[config.mk]
export PLATFORM = sky130hd
export DESIGN_NAME = rcsr_top
export DESIGN_NICKNAME = d
export VERILOG_FILES = /design/src/include/rcsr_pkg.sv /design/src/include/rcsr_timer_if.sv /design/src/logic/rcsr_wake_timer.sv /design/src/logic/rcsr_top.sv
export VERILOG_INCLUDE_DIRS = /design/src /design/src/include
export SDC_FILE = /design/constraint.sdc
export NUM_CORES = 1
export LEC_CHECK = 0
export BUFFER_PORTS_ARGS = -buffer_cell sky130_fd_sc_hd__buf_2
export CORE_MARGIN = 2
export CORE_UTILIZATION = 52
export CTS_CLUSTER_SIZE = 24
export DETAILED_ROUTE_END_ITERATION = 8
export PLACE_DENSITY = 0.77
export SETUP_SLACK_MARGIN = 0.4
export SYNTH_ARGS = -nofsm -noshare
export SYNTH_HDL_FRONTEND = slang
export SYNTH_HIERARCHICAL = 1
export SYNTH_SLANG_ARGS = --single-unit
[constraint.sdc]
create_clock -name clk -period 3.3 [get_ports clk]
set_input_delay 0.165 -clock clk [delete_from_list [all_inputs] [get_ports clk]]
set_output_delay 0.165 -clock clk [all_outputs]
set_load 0.03 [all_outputs]
[src/include/rcsr_defines.svh]
// timing constants and reset values of the radio shutdown/reset block
`ifndef RCSR_DEFINES_SVH
`define RCSR_DEFINES_SVH

// ----------------------------------------------------------------------------
// clock and timing
// ----------------------------------------------------------------------------
`define RCSR_CLK_PERIOD_NS      50
`define RCSR_POR_RELEASE_NS     200
// least time, so round up to whole clock cycles
`define RCSR_POR_RELEASE_CYCLES \
    ((`RCSR_POR_RELEASE_NS + `RCSR_CLK_PERIOD_NS - 1) / `RCSR_CLK_PERIOD_NS)
`define RCSR_POR_COUNT_WIDTH    4

// ----------------------------------------------------------------------------
// widths and reset values
// ----------------------------------------------------------------------------
`define RCSR_WAKE_WIDTH         16
`define RCSR_WAKE_INTERVAL_DEF  16'h0020
`define RCSR_OFF                1'b0
`define RCSR_ON                 1'b1
`define RCSR_OE_N_TRISTATE      1'b1
`define RCSR_OE_N_DRIVE         1'b0

`endif

[src/include/rcsr_pkg.sv]
// types shared by the radio shutdown/reset block
`include "rcsr_defines.svh"

package rcsr_pkg;

    // ------------------------------------------------------------------------
    // power sequencing states and link low-power modes
    // ------------------------------------------------------------------------
    typedef enum logic [2:0]
    {
        st_por_hold,
        st_por_release,
        st_active,
        st_low_power,
        st_shutdown
    } rcsr_state_type;

    typedef enum logic [1:0]
    {
        mode_active,
        mode_sniff,
        mode_hold,
        mode_park
    } rcsr_link_mode_type;

    // ------------------------------------------------------------------------
    // whole state of the top module
    // ------------------------------------------------------------------------
    typedef struct packed
    {
        rcsr_state_type                    state;
        logic                              enable_meta;
        logic                              enable_sync;
        logic [`RCSR_POR_COUNT_WIDTH-1:0]  por_count;
        logic                              slow_sample;
        logic                              slow_prev;
        logic                              core_reset;
        logic                              core_supply;
        logic                              rf_supply;
        logic                              pins_oe_n;
        logic                              inputs_enabled;
        logic                              slow_clock_select;
        logic                              rf_tx_on;
        logic                              rf_rx_on;
        logic                              rf_pll_on;
        logic                              rf_pa_on;
        logic                              wake_pulse;
        logic                              timer_start;
    } rcsr_top_state_type;

    // ------------------------------------------------------------------------
    // whole state of the wake timer
    // ------------------------------------------------------------------------
    typedef struct packed
    {
        logic [`RCSR_WAKE_WIDTH-1:0]  count;
        logic                         running;
        logic                         expired;
    } rcsr_timer_state_type;

endpackage : rcsr_pkg

[src/include/rcsr_timer_if.sv]
// carrier between the sequencer and its slow-clock wake timer
`timescale 1ns/1ps
`default_nettype none
`include "rcsr_defines.svh"

interface rcsr_timer_if;
    logic                         start;
    logic                         stop;
    logic                         slow_tick;
    logic [`RCSR_WAKE_WIDTH-1:0]  interval;
    logic                         expired;

    modport control (output start, output stop, output slow_tick,
                     output interval, input expired);
    modport timer   (input start, input stop, input slow_tick,
                     input interval, output expired);
endinterface : rcsr_timer_if

`default_nettype wire

[src/logic/rcsr_wake_timer.sv]
// slow-clock wake timer used during sniff, hold and park
`timescale 1ns/1ps
`default_nettype none
`include "rcsr_defines.svh"

module rcsr_wake_timer
(
    // clock and reset
    input  wire logic          clk,
    input  wire logic          reset,
    // control from the sequencer
    rcsr_timer_if.timer        tmr
);
    import rcsr_pkg::*;

    // ------------------------------------------------------------------------
    // state
    // ------------------------------------------------------------------------
    localparam rcsr_timer_state_type TIMER_RESET = '{default: '0};

    rcsr_timer_state_type  cur_reg;
    rcsr_timer_state_type  cur_next;

    // counts slow ticks only; the fast clock just samples them
    always_comb
    begin
        cur_next         = cur_reg;
        cur_next.expired = `RCSR_OFF;
        if (tmr.stop)
        begin
            cur_next.running = `RCSR_OFF;
        end
        else if (tmr.start)
        begin
            cur_next.count   = '0;
            cur_next.running = `RCSR_ON;
        end
        else if (cur_reg.running && tmr.slow_tick)
        begin
            // zero wakes on the first tick, not never
            if ((`RCSR_WAKE_WIDTH+1)'(cur_reg.count) + 1'b1 >=
                (`RCSR_WAKE_WIDTH+1)'(tmr.interval))
            begin
                cur_next.expired = `RCSR_ON;
                cur_next.running = `RCSR_OFF;
            end
            else
            begin
                cur_next.count = cur_reg.count + 1'b1;
            end
        end
    end

    // register the state
    always_ff @(posedge clk or posedge reset)
    begin
        if (reset)
        begin
            cur_reg <= TIMER_RESET;
        end
        else
        begin
            cur_reg <= cur_next;
        end
    end

    assign tmr.expired = cur_reg.expired;

endmodule : rcsr_wake_timer

`default_nettype wire

[src/logic/rcsr_top.sv]
// power-on reset, shutdown, low-power wake and rf gating for the radio core
//
// Contract
// core reset stays asserted while radio_power_enable is low.
// core reset releases only after radio_power_enable has gone high.
// asserted reset forces all core state to fixed initial values.
// shutdown turns rf and core supplies off, keeps io supply.
// in shutdown with io supply present, outputs tristate, inputs disabled.
// leaving shutdown is a full power-up; nothing is retained.
// sniff/hold/park run from slow clock and self-wake after interval.
// packet logic switches rf sections on and off per packet.
// power enable is synchronised before reset releases on one edge.
`timescale 1ns/1ps
`default_nettype none
`include "rcsr_defines.svh"

module rcsr_top
#(
    parameter int WAKE_WIDTH = `RCSR_WAKE_WIDTH
)
(
    // clock and reset
    input  wire logic                       clk,
    input  wire logic                       reset,
    // host power control
    input  wire logic                       radio_power_enable,
    input  wire logic                       shutdown_request,
    input  wire logic                       io_supply,
    // slow oscillator and link low-power control
    input  wire logic                       slow_clock_input,
    input  wire rcsr_pkg::rcsr_link_mode_type link_mode_request,
    input  wire logic [WAKE_WIDTH-1:0]      wake_interval,
    // packet timing from the baseband
    input  wire logic                       tx_packet_active,
    input  wire logic                       rx_packet_active,
    // core power and reset
    output logic                            core_reset,
    output logic                            core_supply_enable,
    output logic                            rf_supply_enable,
    output logic                            core_clock_enable,
    output logic                            slow_clock_select,
    output logic                            wake_event,
    // pad control
    output logic                            pins_output_enable_n,
    output logic                            pins_input_enable,
    // rf section power
    output logic                            rf_tx_power_on,
    output logic                            rf_rx_power_on,
    output logic                            rf_pll_power_on,
    output logic                            rf_pa_power_on,
    // observation
    output rcsr_pkg::rcsr_state_type        power_state
);
    import rcsr_pkg::*;

    // ------------------------------------------------------------------------
    // reset image of the whole state
    // ------------------------------------------------------------------------
    // the single defined start point, constants only
    localparam rcsr_top_state_type TOP_RESET = '{
        state:             st_por_hold,
        enable_meta:       `RCSR_OFF,
        enable_sync:       `RCSR_OFF,
        por_count:         '0,
        slow_sample:       `RCSR_OFF,
        slow_prev:         `RCSR_OFF,
        core_reset:        `RCSR_ON,
        core_supply:       `RCSR_OFF,
        rf_supply:         `RCSR_OFF,
        pins_oe_n:         `RCSR_OE_N_TRISTATE,
        inputs_enabled:    `RCSR_OFF,
        slow_clock_select: `RCSR_OFF,
        rf_tx_on:          `RCSR_OFF,
        rf_rx_on:          `RCSR_OFF,
        rf_pll_on:         `RCSR_OFF,
        rf_pa_on:          `RCSR_OFF,
        wake_pulse:        `RCSR_OFF,
        timer_start:       `RCSR_OFF
    };

    localparam logic [`RCSR_POR_COUNT_WIDTH-1:0] POR_LAST =
        `RCSR_POR_COUNT_WIDTH'(`RCSR_POR_RELEASE_CYCLES - 1);

    rcsr_top_state_type  cur_reg;
    rcsr_top_state_type  cur_next;
    logic                slow_tick;

    rcsr_timer_if        timer_link ();

    // ------------------------------------------------------------------------
    // helpers
    // ------------------------------------------------------------------------
    // power-up image for enable low, shutdown entry and exit, and illegal states
    function automatic rcsr_top_state_type power_up_image
    (
        input rcsr_top_state_type src
    );
        rcsr_top_state_type img;
        img             = TOP_RESET;
        // synchroniser and slow clock sampling keep running across reset
        img.enable_meta = src.enable_meta;
        img.enable_sync = src.enable_sync;
        img.slow_sample = src.slow_sample;
        img.slow_prev   = src.slow_prev;
        return img;
    endfunction : power_up_image

    // ------------------------------------------------------------------------
    // slow clock tick
    // ------------------------------------------------------------------------
    // the sampled slow oscillator's rising edge is a one-cycle enable
    assign slow_tick = cur_reg.slow_sample && !cur_reg.slow_prev;

    // ------------------------------------------------------------------------
    // next-state logic
    // ------------------------------------------------------------------------
    always_comb
    begin
        cur_next             = cur_reg;
        cur_next.wake_pulse  = `RCSR_OFF;
        cur_next.timer_start = `RCSR_OFF;
        // two-stage sync; only enable_sync is read below
        cur_next.enable_meta = radio_power_enable;
        cur_next.enable_sync = cur_reg.enable_meta;
        cur_next.slow_sample = slow_clock_input;
        cur_next.slow_prev   = cur_reg.slow_sample;

        if (!cur_reg.enable_sync && cur_reg.state != st_por_hold)
        begin
            // power enable low: back to the power-up image at once
            cur_next = power_up_image(cur_next);
        end
        else
        begin
            case (cur_reg.state)
                st_por_hold:
                begin
                    // reset stays asserted until the synced enable is high
                    cur_next.core_reset = `RCSR_ON;
                    cur_next.por_count  = '0;
                    if (cur_reg.enable_sync)
                    begin
                        cur_next.state       = st_por_release;
                        cur_next.core_supply = `RCSR_ON;
                        cur_next.rf_supply   = `RCSR_ON;
                    end
                end
                st_por_release:
                begin
                    // supplies settle before reset lets go on one edge
                    if (cur_reg.por_count == POR_LAST)
                    begin
                        cur_next.state          = st_active;
                        cur_next.core_reset     = `RCSR_OFF;
                        cur_next.pins_oe_n      = `RCSR_OE_N_DRIVE;
                        cur_next.inputs_enabled = `RCSR_ON;
                    end
                    else
                    begin
                        cur_next.por_count = cur_reg.por_count + 1'b1;
                    end
                end
                st_active:
                begin
                    // rf blocks follow the packet windows
                    cur_next.rf_tx_on  = tx_packet_active;
                    cur_next.rf_pa_on  = tx_packet_active;
                    cur_next.rf_rx_on  = rx_packet_active;
                    cur_next.rf_pll_on = tx_packet_active ||
                                         rx_packet_active;
                    if (shutdown_request)
                    begin
                        cur_next       = power_up_image(cur_next);
                        cur_next.state = st_shutdown;
                    end
                    else if (link_mode_request != mode_active)
                    begin
                        // rf off, slow clock takes over
                        cur_next.state             = st_low_power;
                        cur_next.slow_clock_select = `RCSR_ON;
                        cur_next.timer_start       = `RCSR_ON;
                        cur_next.rf_supply         = `RCSR_OFF;
                        cur_next.rf_tx_on          = `RCSR_OFF;
                        cur_next.rf_rx_on          = `RCSR_OFF;
                        cur_next.rf_pll_on         = `RCSR_OFF;
                        cur_next.rf_pa_on          = `RCSR_OFF;
                    end
                end
                st_low_power:
                begin
                    // wake on the timer, or early when the mode drops
                    if (timer_link.expired ||
                        link_mode_request == mode_active)
                    begin
                        cur_next.state             = st_active;
                        cur_next.slow_clock_select = `RCSR_OFF;
                        cur_next.rf_supply         = `RCSR_ON;
                        cur_next.wake_pulse        = timer_link.expired;
                    end
                    else if (shutdown_request)
                    begin
                        cur_next       = power_up_image(cur_next);
                        cur_next.state = st_shutdown;
                    end
                end
                st_shutdown:
                begin
                    // core and rf dark, io stays up, pads released
                    cur_next.core_supply    = `RCSR_OFF;
                    cur_next.rf_supply      = `RCSR_OFF;
                    cur_next.core_reset     = `RCSR_ON;
                    cur_next.pins_oe_n      = `RCSR_OE_N_TRISTATE;
                    cur_next.inputs_enabled = `RCSR_OFF;
                    if (!shutdown_request)
                    begin
                        // full power-up path, nothing kept
                        cur_next = power_up_image(cur_next);
                    end
                end
                default:
                begin
                    cur_next = power_up_image(cur_next);
                end
            endcase
        end
    end

    // ------------------------------------------------------------------------
    // state register
    // ------------------------------------------------------------------------
    always_ff @(posedge clk or posedge reset)
    begin
        if (reset)
        begin
            cur_reg <= TOP_RESET;
        end
        else
        begin
            cur_reg <= cur_next;
        end
    end

    // ------------------------------------------------------------------------
    // wake timer
    // ------------------------------------------------------------------------
    // timer stopped outside low power, so a stale count never wakes early
    assign timer_link.start     = cur_reg.timer_start;
    assign timer_link.stop      = (cur_reg.state != st_low_power) &&
                                  !cur_reg.timer_start;
    assign timer_link.slow_tick = slow_tick;
    assign timer_link.interval  = `RCSR_WAKE_WIDTH'(wake_interval);

    rcsr_wake_timer u_wake_timer
    (
        .clk   (clk),
        .reset (reset),
        .tmr   (timer_link.timer)
    );

    // ------------------------------------------------------------------------
    // outputs
    // ------------------------------------------------------------------------
    assign core_reset           = cur_reg.core_reset;
    assign core_supply_enable   = cur_reg.core_supply;
    assign rf_supply_enable     = cur_reg.rf_supply;
    assign core_clock_enable    = !cur_reg.slow_clock_select &&
                                  !cur_reg.core_reset;
    assign slow_clock_select    = cur_reg.slow_clock_select;
    assign wake_event           = cur_reg.wake_pulse;
    // without io supply nothing can be driven anyway
    assign pins_output_enable_n = cur_reg.pins_oe_n || !io_supply;
    assign pins_input_enable    = cur_reg.inputs_enabled && io_supply;
    assign rf_tx_power_on       = cur_reg.rf_tx_on;
    assign rf_rx_power_on       = cur_reg.rf_rx_on;
    assign rf_pll_power_on      = cur_reg.rf_pll_on;
    assign rf_pa_power_on       = cur_reg.rf_pa_on;
    assign power_state          = cur_reg.state;

endmodule : rcsr_top

`default_nettype wire

Word level (Yosys, flattened, before mapping)
Cells that the tools add are included.
- register bits: 41
- output and inout port bits: 15
- bitwise operators: 1
- add/sub/neg operators: 3
- mux-type cells: 42
- equality and inequality tests: 19
- reductions and logical operators: 33
- magnitude comparators: 1
- operators by type and width (operator ; number):
    2-to-1 mux 23 bit ; 3
    one-hot mux 7 bit (4 select lines) ; 1
    inequality test 3 bit (second input constant) ; 7
    one-hot mux 2 bit (5 select lines) ; 2
    AND reduction 5 bit ; 4
    2-to-1 mux 18 bit ; 1
    adder 16 x 1 -> 17 bit (second input constant) ; 1
    >= comparator 17 x 16 -> 1 bit ; 1
    2-to-1 mux 17 bit ; 1
    adder 16 x 1 -> 16 bit (second input constant) ; 1
    2-to-1 mux 16 bit ; 1
    one-hot mux 4 bit (4 select lines) ; 1
    AND reduction 4 bit ; 4
    2-to-1 mux 3 bit ; 5
    one-hot mux 3 bit (5 select lines) ; 1
    2-to-1 mux 1 bit ; 12
    one-hot mux 2 bit (3 select lines) ; 2
    2-to-1 mux 10 bit ; 1
    2-to-1 mux 2 bit ; 5
    2-to-1 mux 5 bit ; 2
    nonzero test 3 bit ; 3
    2-to-1 mux 4 bit ; 2
    2-to-1 mux 8 bit ; 1
    inequality test 4 bit (second input constant) ; 2
    19 further kinds ; 35

Logic depth before layout (Yosys ltp)
Gate-level depths: netlist of run 1.
- depth after elaboration: 6
- depth in mapped cells: 15
- gate-level depth less buffers: 13

Hierarchy
Netlist of run 1, hierarchy kept.
- by module, submodules not included (module ; area an instance (µm²) ; instances ; cells each):
    rcsr_wake_timer ; 1580.3 ; 1 ; 193
    rcsr_top ; 1169.9 ; 1 ; 118

Least setup slack after synthesis of run 1
OpenSTA, ideal clock, no wires.
- path kind: reg-to-reg
- start point: register u_wake_timer/cur_reg[2] (netlist name)
- end point: register u_wake_timer/cur_reg[11] (netlist name)
- data arrival time: 3.383 ns
- cell stages (with the launch flop): 16
- path slack: -0.169 ns
- required time: 3.213 ns
- path buffers: 2
- cell sequence: dfrtp_1 > ha_1 > nand3_1 > or2_4 > or3_1 > clkbuf_1 > o21a_1 > or2_1 > ha_1 > nand3_1 > nor3_1 > and4_1 > a21oi_2 > a41o_1 > buf_6 > o221ai_2
- cells in the longest elaborated chain, start to end: 4
- elaborated cells on any way between the ends: 8
- classes of those cells: add/sub (2); order compare (1); eq/ne (1); mux (3); reduce/logical (1)
- RTL lines (element ; line ; RTL):
    start, declared ; rcsr_wake_timer.sv:21 ; rcsr_timer_state_type cur_reg;
    start signal, assigned ; rcsr_wake_timer.sv:63 ; cur_reg <= cur_next;
    adder 16 x 1 -> 17 bit / adder 16 x 1 -> 16 bit (equally long branches) ; rcsr_wake_timer.sv:41, rcsr_wake_timer.sv:49 ;
    >= comparator 17 x 16 -> 1 bit / 2-to-1 mux 16 bit (equally long branches) ; rcsr_wake_timer.sv:41 ; if ((`RCSR_WAKE_WIDTH+1)'(cur_reg.count) + 1'b1 >=
    inequality test 2 bit (no line) / 2-to-1 mux 18 bit (equally long branches) ; n/a ;
    AND reduction 3 bit (no line) / 2-to-1 mux 17 bit (equally long branches) ; n/a ;
Parallel ways exist; a longest one is shown, timed or not. The select of a mux whose other input is x is not followed.
A chain may end at the register's enable or synchronous reset.

Final worst setup path of run 1
- start point: register u_wake_timer/cur_reg[8] (netlist name)
- end point: register u_wake_timer/cur_reg[9] (netlist name)
The elaborated chain is that of the path after synthesis.

==> impl_metrics.py, run 1 <==
metrics = {
    "clocking": {
        "clk_pin_slew_ns": 0.09,
        "htreeDepth": 2,
        "clock_sinks": 40,
        "cts-buffers-inserted": 5,
        "clockBufferDepth": 2,
        "cts.root.buffer_cell": "clkbuf_8",
        "clk_latency_ns": 0.30,
        "cts_tree": "done",
    },
    "floorplan": {
        "core_area_sq_um": 5110,
        "start_util_pct": 53.8,
        "io_pins": 41,
        "die-area_sq_um": 5890,
        "die_h_microns": 76.7,
        "die_w_microns": 76.7,
        "rows": 26,
    },
    "finish": {
        "antennaDiodeCount": 0,
        "area_delta_synth_final_pct": 29.4,
        "fin_nets": 421,
        "drive_above_1_share_pct": 33.6,
        "largest_register_ffs": 17,
    },
    "critical_path": {
        "cp_slowest_cell": "or4_4",
        "cp_max_fo": 5,
        "required_ns": 3.51,
        "reg2reg_slack_ns": 0.05,
        "max_stage_delay_ns": 0.57,
        "crit_chain": "nand4_4 -> or4_4 -> or3_4 -> nor2_4 -> nand2b_4 -> ha_4 -> nand3_4 -> nor3_4 -> a221oi_4 -> and3_4 -> buf_12 -> nand4_1 -> o221ai_1",
        "critPathKind": "reg2reg",
        "cp_top_family": "simple AND/OR/NAND/NOR gates",
        "worstRegToRegCells": 13,
        "r2r-start": "u_wake_timer/cur_reg[8]",
        "crit_arrival_ns": 3.45,
        "path_buf_inv": 1,
        "startpoint_type": "register",
        "worst_setup_path_end_kind": "register",
        "r2r_end": "u_wake_timer/cur_reg[9]",
    },
    "synthesis": {
        "synth_area_sq_um": 2750,
        "synth-edff-count": 0,
        "synthCells": 311,
        "ys_ff_latch": 40,
        "ys_top_cells_by_count": "dfrtp_1, inv_1, nand2_1, nor2_1, ha_1",
        "synth.area.top_cells": "dfrtp_1, ha_1, inv_1",
        "yosysTopAreaCellShare_pct": 34.6,
        "yosysTopAreaCell": "dfrtp_1",
        "synth_warnings": 6,
        "synth_area_per_cell_sq_um": 8.84,
        "synth_cell_types": 62,
        "synth_ff_type": "dfrtp_1",
        "synth_fp_nets": 355,
        "ys_seq_area_share_pct": 36.5,
        "yosysMostFrequentCell": "dfrtp_1",
        "async_flop_share_pct": 100,
    },
    "timing": {
        "setup_viol": 0,
        "tightest_slew_ns": 0.816,
        "setup_tns_ns": 0,
        "period_needed_ns": 3.25,
        "finalClockSkew_ns": 0.0164,
        "fmax_mhz": 308,
        "finalWorstSetupSlack_ns": 0.0510,
        "final_hold_viol_count": 0,
        "report.final.slew_viol_count": 0,
        "hold_ws_ns": 0.0992,
        "slew_headroom_pct": 45.5,
        "period_share_pct": 98.5,
        "grt_setup_unrepaired": "true",
    },
    "power_and_ir_drop": {
        "pwr-share-comb_pct": 19.6,
        "p_clk_share_pct": 29.1,
        "p_int_mw": 0.755,
        "swShare_pct": 30.6,
        "sequentialPowerShare_pct": 51.3,
        "switching_power_mw": 0.333,
        "p_per_area_nw_per_um2": 306,
        "leakage_nw": 1.67,
        "peakVddDrop_mv": 0.268,
    },
    "detailed_routing": {
        "drc": 0,
        "wl_microns": 6960,
        "via_count": 2584,
        "final_antenna_net_count": 0,
        "wl_per_cell_microns": 15.5,
        "drtIter0Drc": 146,
        "viasPerCell": 5.77,
        "first_pass_iters": 5,
    },
    "place": {
        "dp_slack_ns": -0.106,
        "gp_congestion": 0.911,
        "io_buffers": 40,
        "dp_hpwl_microns": 4540,
    },
    "outcome": {
        "status": "complete, no violations",
    },
    "grt": {
        "grt_pass1_wl_microns": 11200,
        "antenna_found_initial": 0,
        "grt_pass1_vias": 2417,
        "grt_max_degree": 23,
        "grt_use_total_pct": 23.6,
        "grt_overflow": 0,
    },
    "worst_hold_path": {
        "min_path_type": "in2reg",
        "holdCritStartpoint": "rx_packet_active",
        "hold_depth": 2,
        "min_to": "rf_rx_power_on",
    },
    "run": {
        "maxCapViolCount": 0,
    },
}
power by group through the flow:
stage | Clock (mW) | Combinational [mW] | Sequential [mW]
global route | 0.348 | 0.239 | 0.564
detailed placement | 0 | 0.195 | 0.567
finish | 0.317 | 0.214 | 0.558
global placement | 0 | 0.190 | 0.564
floorplan | 0 | 0.142 | 0.569
CTS | 0.323 | 0.211 | 0.557
how the worst max path moves through the flow:
stage	from	to	slack (ns)	cells after the start
floorplan	u_wake_timer/cur_reg[2]	u_wake_timer/cur_reg[11]	0.06	15
global placement	u_wake_timer/cur_reg[3]	u_wake_timer/cur_reg[9]	-0.01	12
detailed placement	u_wake_timer/cur_reg[3]	u_wake_timer/cur_reg[7]	-0.11	12
CTS	u_wake_timer/cur_reg[2]	u_wake_timer/cur_reg[3]	0.15	13
global route	u_wake_timer/cur_reg[8]	u_wake_timer/cur_reg[4]	-0.03	13
finish	u_wake_timer/cur_reg[8]	u_wake_timer/cur_reg[9]	0.05	13
cell families (layout without fill, tap and decap cells):
kind of cell               after synthesis  count (layout)  share of synthesized area (%)
and+or+nand+nor                        121             121                           23.5
muxes                                    4               4                           1.46
adders and majority gates               19              19                           8.60
buffers and inverters                   50             116                           8.10
xor gates and xnor gates                 8               8                           2.55
AOI/OAI and AO/OA                       69              70                           19.3
DFF                                     40              40                           36.5
placed cells by master (no fill, tap or decap), types with 5 or more instances in the layout:
cell	n
o211ai_1	5
nor3_1	6
nor2b_1	5
nand4_1	6
ha_1	14
nand3_1	12
o21ai_1	7
nand2_1	23
inv_1	34
dfrtp_1	38
nand2b_1	5
buf_4	26
xnor2_1	7
nor2_1	22
a21oi_1	11
o21ai_0	13
clkbuf_8	5
buf_2	40
final cells by class:
class	instances	area (sq um)
clock buffer	6	72.6
timing repair buffer	73	479
fill	374	1550
sequential	40	1000
tap	70	87.6
multi-input combinational	222	1770
clock inverter	2	12.5
inverter	35	131
repair_timing:
| item | in CTS | in global routing |
|---|---|---|
| setup endpoints to repair | 18 | 18 |
| cloned | 1 | 0 |
| hold buffers | 3 | 0 |
| endpoints found under the hold margin | 3 | 0 |
| gates resized for setup | 29 | 5 |
| pin swaps | 8 | 9 |
| buffers inserted | 6 | 7 |
metal layers:
metal | global-route usage (%) | vias to the layer above | wire, microns
li1 | - | 1231 | -
met1 | 29.3 | 1218 | 2870
met2 | 41.1 | 117 | 3530
met3 | 4.12 | 18 | 385
met4 | 8.55 | 0 | 178
met5 | 0 | - | 0
worst reg2reg max path, cell delays in order (launching register included):
cell      delay [ns]
dfrtp_1         0.44
nand4_4         0.16
or4_4           0.57
or3_4           0.37
nor2_4          0.11
nand2b_4        0.14
ha_4            0.20
nand3_4         0.10
nor3_4          0.05
a221oi_4        0.34
and3_4          0.32
buf_12          0.12
nand4_1         0.13
o221ai_1        0.12
through the flow:
step	std cells	total power, mW	area (sq um)	utilization (%)
global placement	423	0.755	3110	60.9
global route	448	1.15	3560	69.7
finish	448	1.09	3560	69.7
detailed placement	423	0.762	3110	60.9
floorplan	311	0.710	2800	-
CTS	441	1.09	3470	67.9
(Power assumes the default switching activity.)
==> inputs of run 2 (changes only) <==
- CORE_MARGIN: 2 -> 3
- GPL_TIMING_DRIVEN: not set -> 0
==> run 2 against run 1 <==
The run now ends with setup timing left. Die area increased by 5.3%. Clock skew is 0.013 ns lower. Worst setup slack lost 0.23 ns. Sequential power decreased by 2%. Register-to-register slack worse by 0.23 ns. Final cell count down 0.45%. Critical path type unchanged.
==> impl_metrics.py, run 2 (synthesis gave the netlist of run 1 again) <==
metrics = {
    "outcome": {
        "status": "finished with violations",
        "violations": "setup timing",
    },
    "finish": {
        "final_common_cell": "buf_2",
        "layout_common_cells": "buf_2, dfrtp_1, inv_1",
        "nFillCells": 349,
        "antennaDiodeCount": 0,
        "drive_above_1_share_pct": 34.3,
        "fin_nets": 422,
        "stdcell_area_sq_um": 3580,
        "area_delta_synth_final_pct": 30.3,
        "largest_register_ffs": 17,
    },
    "timing": {
        "slew_headroom_pct": 45.1,
        "period_needed_ns": 3.48,
        "period_share_pct": 105,
        "hold_ws_ns": 0.0240,
        "final_hold_viol_count": 0,
        "finalWorstSetupSlack_ns": -0.177,
        "fmax_mhz": 288,
        "grt_setup_unrepaired": "true",
        "setup_tns_ns": -2.13,
        "tightest_slew_ns": 0.823,
        "finalClockSkew_ns": 0.00359,
        "report.final.slew_viol_count": 0,
        "setup_viol": 16,
    },
    "clocking": {
        "clock_sinks": 40,
        "cts-buffers-inserted": 5,
        "cts_tree": "done",
        "cts.root.buffer_cell": "clkbuf_8",
        "clk_pin_slew_ns": 0.08,
        "clockBufferDepth": 2,
        "htreeDepth": 2,
        "clk_latency_ns": 0.29,
    },
    "worst_hold_path": {
        "min_path_type": "in2async",
    },
    "grt": {
        "grt_pass1_vias": 2518,
        "antenna_found_initial": 0,
        "grt_overflow": 0,
        "grt_max_degree": 23,
        "grt_use_total_pct": 22.9,
        "grt_pass1_wl_microns": 11300,
    },
    "place": {
        "gp_congestion": 0.909,
        "dpl-instance-area_sq_um": 3070,
        "io_buffers": 39,
        "dp_hpwl_microns": 4610,
    },
    "power_and_ir_drop": {
        "peakVddDrop_mv": 0.209,
        "p_per_area_nw_per_um2": 340,
        "leakage_nw": 1.71,
    },
    "detailed_routing": {
        "viasPerCell": 5.76,
        "drtIter0Drc": 156,
        "final_antenna_net_count": 0,
        "drc": 0,
        "wl_per_cell_microns": 16.0,
        "first_pass_iters": 4,
        "wl_microns": 7120,
        "via_count": 2567,
    },
    "critical_path": {
        "worstRegToRegCells": 15,
        "r2r_end": "u_wake_timer/cur_reg[10]",
        "worst_setup_path_end_kind": "register",
        "crit_arrival_ns": 3.69,
        "required_ns": 3.51,
        "cp_max_fo": 7,
        "critPathKind": "reg2reg",
        "startpoint_type": "register",
        "reg2reg_slack_ns": -0.18,
        "r2r-start": "u_wake_timer/cur_reg[7]",
    },
    "floorplan": {
        "io_pins": 41,
        "die_h_microns": 78.7,
        "die-area_sq_um": 6200,
        "rows": 25,
        "die_w_microns": 78.7,
        "core_area_sq_um": 4910,
        "start_util_pct": 56.0,
    },
    "run": {
        "maxCapViolCount": 0,
    },
}
[run 2: cell count changes in the layout (fill, tap and decap cells not counted), sizes merged]
| cell | previous run | this run |
|---|---|---|
| buf | 70 | 72 |
| clkinvlp | 1 | 0 |
| a41o | 2 | 1 |
| clkbuf | 6 | 8 |
| clkinv | 1 | 0 |
| dlygate4sd3 | 3 | 2 |
| bufinv | 0 | 1 |
[run 2: metrics by stage]
stage / worst slack [ns] / power [mW] / util [%] / cells
final: -0.177 / 1.22 / 73.0 / 446
after global routing: -0.301 / 1.28 / 73.0 / 446
after CTS: -0.215 / 1.22 / 69.6 / 439
after detailed placement: -0.375 / 0.774 / 62.6 / 417
after global placement: -0.351 / 0.766 / 62.6 / 417
after floorplan: 0.0642 / 0.710 / - / 311
[run 2: worst max-delay path, stage by stage, from the launching register on]
cell      delay [ns]
dfrtp_1         0.34
buf_4           0.15
nand4_4         0.13
or4_4           0.57
or3_1           0.37
nor2_2          0.11
nand2b_1        0.16
ha_4            0.23
nand3_4         0.10
nor3_4          0.06
buf_4           0.14
a221oi_4        0.37
and3_4          0.30
buf_4           0.12
a31oi_2         0.10
a31oi_2         0.15
[run 2: timing repair]
action	CTS	global route
resized for setup	18	22
setup buffers	11	7
endpoints found under the setup margin	18	18
gates cloned	1	0
pin swaps	10	13
hold buffers	2	0
hold endpoints to repair	2	0
[run 2: where the power goes]
part           internal [mW]  switching [mW]
clock network          0.267           0.174
logic                 0.0940           0.138
registers              0.519          0.0274
[run 2: layout make-up]
cell class	count	area, sq um	area share [%]
Buffer	15	118	3.28
Clock buffer	7	96.3	2.69
Clock inverter	1	30.0	0.838
Inverter	35	131	3.67
Multi-Input combinational cell	221	1740	48.5
Sequential cell	40	1010	28.1
Tap cell	67	83.8	2.34
Timing Repair Buffer	60	382	10.6
[run 2: worst max-delay path by stage]
stage	from	to	cells after the start
2_1_floorplan	u_wake_timer/cur_reg[2]	u_wake_timer/cur_reg[11]	15
3_3_place_gp	u_wake_timer/cur_reg[2]	u_wake_timer/cur_reg[8]	15
3_5_place_dp	u_wake_timer/cur_reg[2]	u_wake_timer/cur_reg[8]	15
4_1_cts	u_wake_timer/cur_reg[2]	u_wake_timer/cur_reg[17]	15
5_1_grt	u_wake_timer/cur_reg[10]	u_wake_timer/cur_reg[10]	14
6_report	u_wake_timer/cur_reg[7]	u_wake_timer/cur_reg[10]	15
[run 2: metal layers]
| metal | vias up | routed length [microns] | track usage [%] |
|---|---|---|---|
| li1 | 1230 | - | - |
| met5 | - | 0 | 0 |
| met4 | 0 | 146 | 9.44 |
| met2 | 92 | 3600 | 40.8 |
| met3 | 18 | 407 | 4.08 |
| met1 | 1227 | 2970 | 27.0 |
==> inputs of run 3 (changes only) <==
- ABC_AREA: not set -> 1
- CORE_UTILIZATION: 52 -> 53
==> run 3 against run 2 <==
The flow now finishes without violations. Sequential cell count is the same. Via count is 8.7% higher. Power grew 10%. Wire length fell by 2.4%. Critical path depth rose by 4. Maximum frequency rose by 26%. Clock-buffer cell count did not move. Sequential power is 4.2% higher. Hold slack got worse by 0.015 ns.
==> impl_metrics.py, run 3 <==
metrics = {
    "outcome": {
        "status": "complete, no violations",
    },
    "floorplan": {
        "die_w_microns": 82.2,
        "die_h_microns": 82.2,
        "die-area_sq_um": 6760,
        "start_util_pct": 55.2,
        "core_area_sq_um": 5570,
        "rows": 27,
        "io_pins": 41,
    },
    "detailed_routing": {
        "first_pass_iters": 4,
        "via_count": 2790,
        "wl_microns": 6950,
        "viasPerCell": 5.02,
        "final_antenna_net_count": 0,
        "drtIter0Drc": 196,
        "drc": 0,
        "wl_per_cell_microns": 12.5,
    },
    "run": {
        "maxCapViolCount": 0,
    },
    "synthesis": {
        "ys_ff_latch": 40,
        "ys_seq_area_share_pct": 32.6,
        "synthCells": 429,
        "yosysTopAreaCellShare_pct": 30.9,
        "yosysMostFrequentCell": "nand2_1",
        "ys_top_cells_by_count": "nand2_1, inv_1, nand3_1",
        "synth_area_per_cell_sq_um": 7.17,
        "synth_cell_types": 33,
        "synth-edff-count": 0,
        "synth_area_sq_um": 3080,
        "synth.area.top_cells": "dfrtp_1, nand2_1, inv_1",
        "synth_warnings": 6,
        "async_flop_share_pct": 100,
        "yosysTopAreaCell": "dfrtp_1",
        "synth_fp_nets": 473,
        "synth_ff_type": "dfrtp_1",
    },
    "place": {
        "gp_congestion": 0.906,
        "dpl-instance-area_sq_um": 3370,
        "io_buffers": 40,
        "dp_slack_ns": 0.433,
        "dp_hpwl_microns": 5220,
    },
    "critical_path": {
        "path_buf_inv": 3,
        "cp_max_fo": 8,
        "required_ns": 3.53,
        "crit_top_cell": "nand2_1",
        "worst_setup_path_end_kind": "register",
        "startpoint_type": "register",
        "reg2reg_slack_ns": 0.53,
        "cp_top_family": "simple AND/OR/NAND/NOR gates",
        "critPathKind": "reg2reg",
        "cp_slowest_cell": "dfrtp_2",
        "crit_arrival_ns": 3.00,
        "worstRegToRegCells": 19,
        "max_stage_delay_ns": 0.42,
        "crit_chain": "ha_4 -> nand2_1 -> nor2_4 -> nand4_1 -> xor2_1 -> inv_1 -> ha_1 -> nand2_1 -> inv_1 -> nand2_2 -> nor2_1 -> nand2_1 -> nand3_2 -> nor2_4 -> nand2_4 -> nand2_8 -> clkbuf_16 -> nand3_2 -> nand2_1",
        "r2r-start": "u_wake_timer/cur_reg[2]",
        "r2r_end": "u_wake_timer/cur_reg[14]",
    },
    "timing": {
        "tightest_slew_ns": 0.827,
        "finalWorstSetupSlack_ns": 0.531,
        "finalClockSkew_ns": 0.00633,
        "period_share_pct": 83.9,
        "final_hold_viol_count": 0,
        "period_needed_ns": 2.77,
        "report.final.slew_viol_count": 0,
        "grt_setup_unrepaired": "false",
        "setup_viol": 0,
        "hold_ws_ns": 0.00944,
        "setup_tns_ns": 0,
        "fmax_mhz": 361,
        "slew_headroom_pct": 44.8,
    },
    "power_and_ir_drop": {
        "swShare_pct": 32.0,
        "pwr-share-comb_pct": 25.2,
        "sequentialPowerShare_pct": 42.3,
        "peakVddDrop_mv": 0.371,
        "switching_power_mw": 0.431,
        "leakage_nw": 2.16,
        "p_clk_share_pct": 32.5,
        "p_per_area_nw_per_um2": 370,
        "p_int_mw": 0.915,
    },
    "finish": {
        "fin_nets": 527,
        "largest_register_ffs": 17,
        "nFillCells": 485,
        "area_delta_synth_final_pct": 18.1,
        "drive_above_1_share_pct": 23.8,
        "layout_common_cells": "nand2_1, inv_1, nand3_1",
        "antennaDiodeCount": 0,
        "postLayoutCoreUtil_pct": 65.2,
        "final_common_cell": "nand2_1",
        "stdcell_area_sq_um": 3640,
    },
    "clocking": {
        "cts-buffers-inserted": 5,
        "clock_sinks": 40,
        "clk_latency_ns": 0.29,
        "htreeDepth": 2,
        "clk_pin_slew_ns": 0.08,
        "cts_tree": "done",
        "clockBufferDepth": 2,
        "cts.root.buffer_cell": "clkbuf_8",
    },
    "worst_hold_path": {
        "min_path_type": "in2async",
    },
    "grt": {
        "grt_pass1_wl_microns": 11200,
        "grt_overflow": 0,
        "grt_pass1_vias": 2595,
        "grt_use_total_pct": 21.2,
        "antenna_found_initial": 0,
        "grt_max_degree": 23,
    },
}
## run 3: cell type report
type | instances | area [sq um] | share of cell area [%]
buffer | 9 | 82.6 | 2.27
clock buffer | 7 | 96.3 | 2.65
clock inverter | 1 | 30.0 | 0.826
inverter | 78 | 293 | 8.05
multi-input combinational | 302 | 1760 | 48.5
sequential | 40 | 1010 | 27.7
tap | 72 | 90.1 | 2.48
timing repair buffer | 47 | 275 | 7.57
## run 3: cells by family after synthesis
group	Yosys count	synth area share (%)
simple gates	259	42.4
buf+inv	87	12.2
flops	40	32.6
fa+ha+maj	18	7.32
compound gates	17	3.25
xor+xnor	8	2.28
## run 3: metrics by stage
step                std cells  power [mW]
global route              556        1.43
global placement          541       0.906
finish                    556        1.35
CTS                       551        1.36
detailed placement        541       0.915
floorplan                 429       0.825
## run 3: routing by layer
| layer | up-vias | part of all wire [%] | global-route usage (%) | routed length (microns) |
|---|---|---|---|---|
| met5 | - | 0 | 0 | 0 |
| met4 | 0 | 1.4 | 6.15 | 97 |
| met3 | 10 | 4.0 | 3.04 | 275 |
| met2 | 72 | 51 | 37.2 | 3520 |
| met1 | 1270 | 44 | 26.9 | 3060 |
| li1 | 1438 | - | - | - |
## run 3: worst max path at each step
stage,startpoint,end,slack [ns],cells after the start
detailed placement,u_wake_timer/cur_reg[2],u_wake_timer/cur_reg[11],0.43,18
global placement,u_wake_timer/cur_reg[2],u_wake_timer/cur_reg[14],0.50,18
CTS,u_wake_timer/cur_reg[2],u_wake_timer/cur_reg[11],0.40,18
global route,u_wake_timer/cur_reg[2],u_wake_timer/cur_reg[15],0.35,19
finish,u_wake_timer/cur_reg[2],u_wake_timer/cur_reg[14],0.53,19
floorplan,u_wake_timer/cur_reg[2],u_wake_timer/cur_reg[10],0.81,18
## run 3: power by group through the flow
| stage | Combinational [mW] | Sequential [mW] | Clock (mW) |
|---|---|---|---|
| floorplan | 0.229 | 0.596 | 0 |
| global placement | 0.329 | 0.577 | 0 |
| detailed placement | 0.336 | 0.578 | 0 |
| CTS | 0.341 | 0.569 | 0.446 |
| global route | 0.384 | 0.576 | 0.466 |
| finish | 0.339 | 0.569 | 0.437 |
## run 3: what timing repair did
item | in CTS | in global routing
setup buffers | 0 | 4
hold endpoints to repair | 2 | 0
hold buffers | 2 | 0
endpoints found under the setup margin | 0 | 18
resized for setup | 0 | 13
